**src/core/mfl_pkg.sv**
```systemverilog
// shared constants and types for the ipv6 multicast type filter
package mfl_pkg;

  // frame byte positions (destination mac at byte 0)
  localparam int unsigned MFL_ETYPE_HI_POS   = 12;
  localparam int unsigned MFL_ETYPE_LO_POS   = 13;
  localparam int unsigned MFL_NXTHDR_POS     = 20;
  localparam int unsigned MFL_ICMP_TYPE_POS  = 54;
  localparam int unsigned MFL_HDR_LAST_POS   = 54;

  // match values
  localparam logic [47:0] MFL_ALLNODES_MAC   = 48'h3333_0000_0001;
  localparam logic [23:0] MFL_SOLICIT_PREFIX = 24'h3333FF;
  localparam logic [15:0] MFL_ETYPE_IPV6     = 16'h86DD;
  localparam logic [7:0]  MFL_PROTO_ICMPV6   = 8'h3A;
  localparam logic [7:0]  MFL_ICMP_QUERY     = 8'h82;
  localparam logic [7:0]  MFL_ICMP_REPORT    = 8'h83;
  localparam logic [7:0]  MFL_ICMP_DONE      = 8'h84;
  localparam logic [7:0]  MFL_ICMP_SOLICIT   = 8'h87;

  // filter field bit positions
  localparam int unsigned MFL_BIT_LISTENER   = 4;
  localparam int unsigned MFL_BIT_SOLICIT    = 5;
  localparam logic [31:0] MFL_FILTER_RST     = 32'h0000_0000;

  // response packet layout
  localparam logic [7:0]  MFL_RSP_TYPE       = 8'h92;
  localparam logic [5:0]  MFL_RSP_HDR_LAST   = 6'h0F;
  localparam logic [5:0]  MFL_RSP_CODE_FIRST = 6'h10;
  localparam logic [5:0]  MFL_RSP_CSUM_FIRST = 6'h14;
  localparam logic [5:0]  MFL_RSP_PAD_FIRST  = 6'h18;
  localparam logic [5:0]  MFL_RSP_LAST       = 6'h2D;
  localparam logic [5:0]  MFL_RSP_TYPE_POS   = 6'h04;
  localparam logic [15:0] MFL_RSP_COMPLETED  = 16'h0000;
  localparam logic [15:0] MFL_REASON_NONE    = 16'h0000;

  // one byte beat of a frame
  typedef struct packed {
    logic       valid;
    logic       first;
    logic       last;
    logic [7:0] data;
  } mfl_beat_type;

  // verdict of a classified frame
  typedef struct packed {
    logic valid;
    logic forward;
    logic listener;
    logic solicit;
  } mfl_verdict_type;

  typedef enum logic [2:0] {
    MFL_RSP_IDLE = 3'b001,
    MFL_RSP_SEND = 3'b010,
    MFL_RSP_DONE = 3'b100
  } mfl_rsp_state_type;

endpackage

```
**src/core/mfl_filter.sv**
```systemverilog
// ipv6 multicast type classifier with global filter enable responder
`timescale 1ns/1ps
`default_nettype none

// ----------------------------------------------------------------------------
// What this block does
// - with filter bit 4 set listener discovery frames are forwarded, else dropped.
// - listener discovery needs destination mac 33:33:00:00:00:01.
// - both classes need ethertype 0x86DD.
// - both classes need ipv6 next header 58.
// - listener discovery needs icmpv6 type 130, 131 or 132.
// - with filter bit 5 set neighbor solicitation frames are forwarded, else dropped.
// - solicitation needs mac prefix 33:33:FF and ignores the last three mac bytes.
// - solicitation needs icmpv6 type 135.
// - a class matches only when all its tests pass together.
// - every good enable command is accepted; it is answered only when no answer is being sent or launched.
// - the answer carries packet type 0x92.
// - the answer has header 0-15, codes 16-19, checksum 20-23, pad to 45.
// - only generic reason values appear in the answer.
// ----------------------------------------------------------------------------
module mfl_filter
  import mfl_pkg::*;
(
  input  wire logic         sys_clk_i,
  input  wire logic         rst_i,
  input  wire mfl_beat_type rx_i,
  input  wire logic [31:0]  filter_i,
  input  wire logic         cmd_valid_i,
  input  wire logic         cmd_csum_err_i,
  input  wire logic         cmd_id_err_i,
  input  wire logic [127:0] cmd_hdr_i,
  output mfl_verdict_type   verdict_o,
  output logic              filt_en_o,
  output mfl_beat_type      rsp_o,
  output logic              rsp_busy_o
);

  // ----------------------------------------------------------------------------
  // header capture
  // ----------------------------------------------------------------------------
  logic [7:0]  pos_q;
  logic [47:0] dmac_q;
  logic [15:0] etype_q;
  logic [7:0]  nxt_q;
  logic [7:0]  icmp_q;
  logic        short_q;
  logic [7:0]  pos_now;

  assign pos_now = rx_i.first ? 8'h00 : pos_q;

  // byte counter and field capture
  always_ff @(posedge sys_clk_i) begin
    if (rst_i) begin
      pos_q   <= 8'h00;
      dmac_q  <= 48'h0;
      etype_q <= 16'h0000;
      nxt_q   <= 8'h00;
      icmp_q  <= 8'h00;
      short_q <= 1'b1;
    end else if (rx_i.valid) begin
      if (pos_now != 8'hFF) begin
        pos_q <= pos_now + 8'h01;
      end
      if (rx_i.first) begin
        short_q <= 1'b1;
      end
      if (pos_now < 8'h06) begin
        dmac_q <= {dmac_q[39:0], rx_i.data};
      end
      if (pos_now == 8'(MFL_ETYPE_HI_POS)) begin
        etype_q[15:8] <= rx_i.data;
      end
      if (pos_now == 8'(MFL_ETYPE_LO_POS)) begin
        etype_q[7:0] <= rx_i.data;
      end
      if (pos_now == 8'(MFL_NXTHDR_POS)) begin
        nxt_q <= rx_i.data;
      end
      if (pos_now == 8'(MFL_ICMP_TYPE_POS)) begin
        icmp_q  <= rx_i.data;
        short_q <= 1'b0;
      end
    end
  end

  // ----------------------------------------------------------------------------
  // classification at end of frame
  // ----------------------------------------------------------------------------
  logic ipv6_icmp;
  logic is_listener;
  logic is_solicit;
  logic [7:0] icmp_now;
  logic       full_now;

  // the icmp type may arrive on the last byte itself
  assign icmp_now = (pos_now == 8'(MFL_ICMP_TYPE_POS)) ? rx_i.data : icmp_q;
  assign full_now = !short_q || (pos_now == 8'(MFL_HDR_LAST_POS));

  assign ipv6_icmp = (etype_q == MFL_ETYPE_IPV6)
                   && (nxt_q == MFL_PROTO_ICMPV6);
  assign is_listener = full_now && ipv6_icmp
                     && (dmac_q == MFL_ALLNODES_MAC)
                     && ((icmp_now == MFL_ICMP_QUERY)
                      || (icmp_now == MFL_ICMP_REPORT)
                      || (icmp_now == MFL_ICMP_DONE));
  assign is_solicit = full_now && ipv6_icmp
                    && (dmac_q[47:24] == MFL_SOLICIT_PREFIX)
                    && (icmp_now == MFL_ICMP_SOLICIT);

  // verdict, only bits 4 and 5 of the filter field are looked at
  always_ff @(posedge sys_clk_i) begin
    if (rst_i) begin
      verdict_o <= '0;
    end else begin
      verdict_o.valid    <= rx_i.valid && rx_i.last;
      verdict_o.listener <= is_listener;
      verdict_o.solicit  <= is_solicit;
      verdict_o.forward  <= (is_listener && filter_i[MFL_BIT_LISTENER])
                         || (is_solicit && filter_i[MFL_BIT_SOLICIT]);
    end
  end

  // ----------------------------------------------------------------------------
  // enable global multicast filter command
  // ----------------------------------------------------------------------------
  logic cmd_good;
  logic start_q;

  assign cmd_good = cmd_valid_i && !cmd_csum_err_i && !cmd_id_err_i;

  // accept every good command, launch answer only when not busy and not already starting
  always_ff @(posedge sys_clk_i) begin
    if (rst_i) begin
      filt_en_o <= 1'b0;
      start_q   <= 1'b0;
    end else begin
      start_q <= cmd_good && !rsp_busy_o && !start_q;
      if (cmd_good) begin
        filt_en_o <= 1'b1;
      end
    end
  end

  mfl_rsp_gen u_rsp (
    .sys_clk_i (sys_clk_i),
    .rst_i     (rst_i),
    .start_i   (start_q),
    .hdr_i     (cmd_hdr_i),
    .reason_i  (MFL_REASON_NONE),
    .beat_o    (rsp_o),
    .busy_o    (rsp_busy_o)
  );
endmodule
`default_nettype wire

```
**src/core/mfl_rsp_gen.sv**
```systemverilog
// response packet byte generator for the enable global multicast filter command
`timescale 1ns/1ps
`default_nettype none
module mfl_rsp_gen
  import mfl_pkg::*;
(
  input  wire logic         sys_clk_i,
  input  wire logic         rst_i,
  input  wire logic         start_i,
  input  wire logic [127:0] hdr_i,
  input  wire logic [15:0]  reason_i,
  output mfl_beat_type      beat_o,
  output logic              busy_o
);

  mfl_rsp_state_type state_q;
  logic [5:0]        idx_q;
  logic [31:0]       csum_q;
  logic [7:0]        byte_d;
  logic [15:0]       word_d;

  // byte selection by position within the 46 byte packet
  always_comb begin
    byte_d = 8'h00;
    word_d = 16'h0000;
    if (idx_q <= MFL_RSP_HDR_LAST) begin
      byte_d = hdr_i[8'(127 - 8 * idx_q) -: 8];
      if (idx_q == MFL_RSP_TYPE_POS) begin
        byte_d = MFL_RSP_TYPE;
      end
    end else if (idx_q < MFL_RSP_CSUM_FIRST) begin
      // only the generic reason value is ever sent
      word_d = (idx_q < 6'h12) ? MFL_RSP_COMPLETED : reason_i;
      byte_d = idx_q[0] ? word_d[7:0] : word_d[15:8];
    end else if (idx_q < MFL_RSP_PAD_FIRST) begin
      byte_d = csum_q[8'(31 - 8 * (idx_q - MFL_RSP_CSUM_FIRST)) -: 8];
    end
  end

  // packet walker
  always_ff @(posedge sys_clk_i) begin
    if (rst_i) begin
      state_q <= MFL_RSP_IDLE;
      idx_q   <= 6'h00;
      csum_q  <= 32'h0000_0000;
      beat_o  <= '0;
    end else begin
      unique case (state_q)
        MFL_RSP_IDLE: begin
          beat_o <= '0;
          idx_q  <= 6'h00;
          csum_q <= 32'h0000_0000;
          if (start_i) begin
            state_q <= MFL_RSP_SEND;
          end
        end
        MFL_RSP_SEND: begin
          beat_o <= '{valid: 1'b1, first: (idx_q == 6'h00),
                      last: (idx_q == MFL_RSP_LAST), data: byte_d};
          // running negated sum of header and codes, emitted as is
          if (idx_q < MFL_RSP_CSUM_FIRST) begin
            csum_q <= csum_q - {24'h000000, byte_d};
          end
          idx_q <= idx_q + 6'h01;
          if (idx_q == MFL_RSP_LAST) begin
            state_q <= MFL_RSP_DONE;
          end
        end
        MFL_RSP_DONE: begin
          beat_o  <= '0;
          state_q <= MFL_RSP_IDLE;
        end
        default: begin
          state_q <= MFL_RSP_IDLE;
        end
      endcase
    end
  end

  // busy flag registered, tracks the next state so it matches a not-idle decode
  always_ff @(posedge sys_clk_i) begin
    if (rst_i) begin
      busy_o <= 1'b0;
    end else if (state_q == MFL_RSP_IDLE) begin
      busy_o <= start_i;
    end else begin
      busy_o <= (state_q != MFL_RSP_DONE);
    end
  end

endmodule
`default_nettype wire

```
**config.mk**
```make
export PLATFORM = sky130hd
export DESIGN_NAME = mfl_filter
export DESIGN_NICKNAME = d
export VERILOG_FILES = /design/src/core/mfl_pkg.sv /design/src/core/mfl_filter.sv /design/src/core/mfl_rsp_gen.sv
export SDC_FILE = /design/constraint.sdc
export NUM_CORES = 1
export LEC_CHECK = 0
export BUFFER_PORTS_ARGS = -buffer_cell sky130_fd_sc_hd__buf_2
export CAP_MARGIN = 25
export CORE_ASPECT_RATIO = 0.6
export CORE_MARGIN = 5
export CORE_UTILIZATION = 55
export CTS_CLUSTER_DIAMETER = 100
export DETAILED_ROUTE_END_ITERATION = 16
export PLACE_DENSITY_LB_ADDON = 0.15
export SLEW_MARGIN = 20
export SYNTH_ARGS = -nofsm -noshare
export SYNTH_HDL_FRONTEND = slang
export SYNTH_SLANG_ARGS = --single-unit
```
**constraint.sdc**
```tcl
create_clock -name sys_clk_i -period 13.21 [get_ports sys_clk_i]
set_clock_uncertainty 0.2 [all_clocks]
set_input_delay 2.642 -clock sys_clk_i [delete_from_list [all_inputs] [get_ports sys_clk_i]]
set_output_delay 2.642 -clock sys_clk_i [all_outputs]
set_load 0.005 [all_outputs]
```
==> flow_summary.json <==
{
  "run_status": "finished, final reports clean",
  "tns_ns": 0,
  "cts_resized": 0,
  "async_flop_share_pct": 0,
  "layout-drive-gt1-share_pct": 23.8,
  "start_util_pct": 55.4,
  "synthMuxAreaShare_pct": 13.4,
  "worstPathMaxFanout": 16,
  "powerDensity_nw_per_um2": 112,
  "fill_cells": 1229,
  "synth.avg_cell_area_sq_um": 8.42,
  "grt_pass1_wl_um": 35300,
  "fin_area_sq_um": 9460,
  "syn_inst": 940,
  "synth_cell_types": 62,
  "core.rowCount": 34,
  "vias": 7554,
  "rsz0062_at_grt": "false",
  "ys_seq_area_share_pct": 37.4,
  "gp_congestion": 0.867,
  "nNetsFinal": 1270,
  "slew_violations": 0,
  "relSlewSlack_pct": 37.0,
  "core_region_area_sq_um": 14300,
  "p_switching_w": 0.000263,
  "ys_ff_latch": 148,
  "viasPerCell": 5.90,
  "synth-simple-area-share_pct": 26.4,
  "synthAdderAreaFrac_pct": 3.89,
  "clk_path_buf_depth": 2,
  "clock_latency_ns": 0.42,
  "yosysWarnings": 0,
  "root_buffer": "clkbuf_16",
  "antenna_found_initial": 0,
  "hpwl_um": 16200,
  "placed_cell_area_sq_um": 8850,
  "crit_arrival_ns": 5.86,
  "io_pins": 193,
  "synth_xor_area_share_pct": 2.10,
  "grt.overflow.total": 0,
  "swShare_pct": 24.7,
  "die_area_sq_um": 17000,
  "required_ns": 13.36,
  "hold_class": "reg -> reg",
  "synth_area_sq_um": 7920,
  "p_int_w": 0.000800,
  "htreeDepth": 4,
  "fp.dieH_um": 103,
  "synth-compound-area-share_pct": 13.0,
  "avgRoutedWirePerCell_um": 17.3,
  "grt_pass1_vias": 6925,
  "ys.flop_type": "dfxtp_1",
  "gr-usage-met2_pct": 36.1,
  "cts_hold_buffers": 0,
  "ant_nets": 0,
  "max_freq_mhz": 175,
  "clkSinkCount": 148,
  "synth_common_cells": "nand2_1 (165), dfxtp_1 (148), a21oi_1 (112)",
  "routed_wl_um": 22200,
  "busiest_layer": "met1",
  "synth-edff-count": 0,
  "grt_start_max_net_pins": 87,
  "start_kind": "input port",
  "vdd_drop_max_mv": 0.0871,
  "syn2layout_area_growth_pct": 19.6,
  "fin_crit_ns": 5.71,
  "p_leak_nw": 3.78,
  "synth_top_cell_by_area": "dfxtp_1",
  "drc": 0,
  "path_clk_slew_ns": 0.07,
  "grtUsageMet1_pct": 41.1,
  "cts_post_setup_buffers_inserted": 0,
  "hold_violations": 0,
  "use_met3_pct": 5.99,
  "synth_top_family_by_area": "simple AND/OR/NAND/NOR gates",
  "die_w_um": 165,
  "grt.total_usage_pct": 26.1,
  "crit_path_end_kind": "flop",
  "antenna_cells": 0,
  "crit_type": "in -> reg",
  "worstMarginPinSlew_ns": 0.946,
  "drt-initial-drc-count": 742,
  "numCtsBuffers": 17,
  "dr.pass1.iters": 11,
  "cts_tree": "done",
  "yosysMostFrequentCell": "nand2_1",
  "maxCapViolations": 0,
  "seq_power_share_pct": 42.9,
  "min_period_over_period_pct": 43.3,
  "io_buffers": 162,
  "synth_area_leaders": "dfxtp_1 (37%), mux4_2 (9.7%), nand2_1 (7.8%)",
  "yosys.area.top_type_share_pct": 37.4,
  "pwr-share-clk_pct": 47.8,
  "p_comb_share_pct": 9.3,
  "synth_fp_nets": 1140,
  "setup_violations": 0
}
## critical path, cell delays in order
cell and delay (ns):
buf_2 0.10, mux4_2 0.47, a22oi_1 0.20, and4_1 0.38, ha_1 0.28, nor2b_1 0.14
o2111ai_1 0.21, a21oi_1 0.21, or3_1 0.60, or4_1 0.47, a21oi_1 0.16
## per-stage QoR
| step | power, W | setup WS [ns] | hold slack [ns] | util [%] | std cells |
|---|---|---|---|---|---|
| 6_report | 0.00106 | 7.50 | 0.216 | 66.2 | 1281 |
| 5_1_grt | 0.00110 | 7.34 | 0.244 | 66.2 | 1281 |
| 3_3_place_gp | 0.000561 | 7.14 | 0.211 | 61.8 | 1248 |
| 2_1_floorplan | 0.000525 | 7.69 | 0.225 | - | 940 |
| 4_1_cts | 0.00107 | 7.53 | 0.222 | 66.2 | 1281 |
| 3_5_place_dp | 0.000563 | 7.11 | 0.210 | 61.9 | 1249 |
## area by class of cell
cell class | instances | area, sq um | area share, %
tap | 198 | 248 | 2.62
inverter | 17 | 63.8 | 0.674
timing repair buffer | 172 | 888 | 9.39
multi-input combinational | 714 | 4680 | 49.4
clock inverter | 15 | 193 | 2.04
sequential | 148 | 2970 | 31.4
clock buffer | 17 | 425 | 4.49
## flip-flops by register name (all words and copies together), names as in the netlist
register,flops
u_rsp.state_q,3
u_rsp.idx_q,6
pos_q,8
icmp_q,8
dmac_q,48
filt_en_o,1
u_rsp.csum_q,32
verdict_o,4
short_q,1
u_rsp.busy_o,1
start_q,1
etype_q,16
u_rsp.beat_o,11
nxt_q,8
## per-layer routing
| layer | up-vias | part of all wire [%] |
|---|---|---|
| met1 | 3602 | 50 |
| met5 | - | 0 |
| met3 | 12 | 9.0 |
| met4 | 0 | 0.55 |
| li1 | 3639 | - |
| met2 | 301 | 41 |
## cells in the final DEF (no fill, tap or decap), drive strengths merged, types with 5 or more instances in the layout
cell    netlist  final
buf          10    172
nor2b        12     12
or4           8      8
nor3         11     11
a31oi         5      5
xor2         12     12
nor2         79     79
nor4         18     18
nand4        17     17
ha           23     23
a22oi         7      7
clkbuf       51     17
or3          13     13
mux2i        26     26
inv          17     25
o211ai        5      5
o21ai        22     22
nor3b         6      6
xnor2         7      7
nand2       165    165
or2           8      8
nand3        56     56
a21oi       112    112
dfxtp       148    148
nand4b        6      6
mux4         34     34
## logic make-up after synthesis
logic type | count (synthesis)
AND/OR/NAND/NOR | 428
flip-flops | 148
multiplexers | 63
AO/OA/AOI/OAI | 180
buffers and inverters | 78
XOR/XNOR | 19
adder cells (fa/ha/maj) | 24
## power by group through the flow
stage | clock network, W | logic (W) | registers [W]
2_1_floorplan | 0 | 0.0000607 | 0.000465
3_3_place_gp | 0 | 0.0000953 | 0.000466
3_5_place_dp | 0 | 0.0000964 | 0.000466
4_1_cts | 0.000514 | 0.0000976 | 0.000456
5_1_grt | 0.000533 | 0.000109 | 0.000457
6_report | 0.000508 | 0.0000984 | 0.000456
## final timing paths
check | from | to | slack, ns | cells past startpoint
worst max-delay path | cmd_hdr_i[65] | u_rsp.csum_q[19]$_SDFFE_PP0P_ | 7.50 | 11
worst min-delay path | u_rsp.busy_o$_SDFF_PP0_ | start_q$_SDFF_PP0_ | 0.22 | 1
worst max register to register | u_rsp.idx_q[2]$_SDFFE_PP0N_ | u_rsp.csum_q[19]$_SDFFE_PP0P_ | 8.37 | 12
worst min register to register | u_rsp.busy_o$_SDFF_PP0_ | start_q$_SDFF_PP0_ | 0.22 | 1
Power figures use the tool's default switching activity.
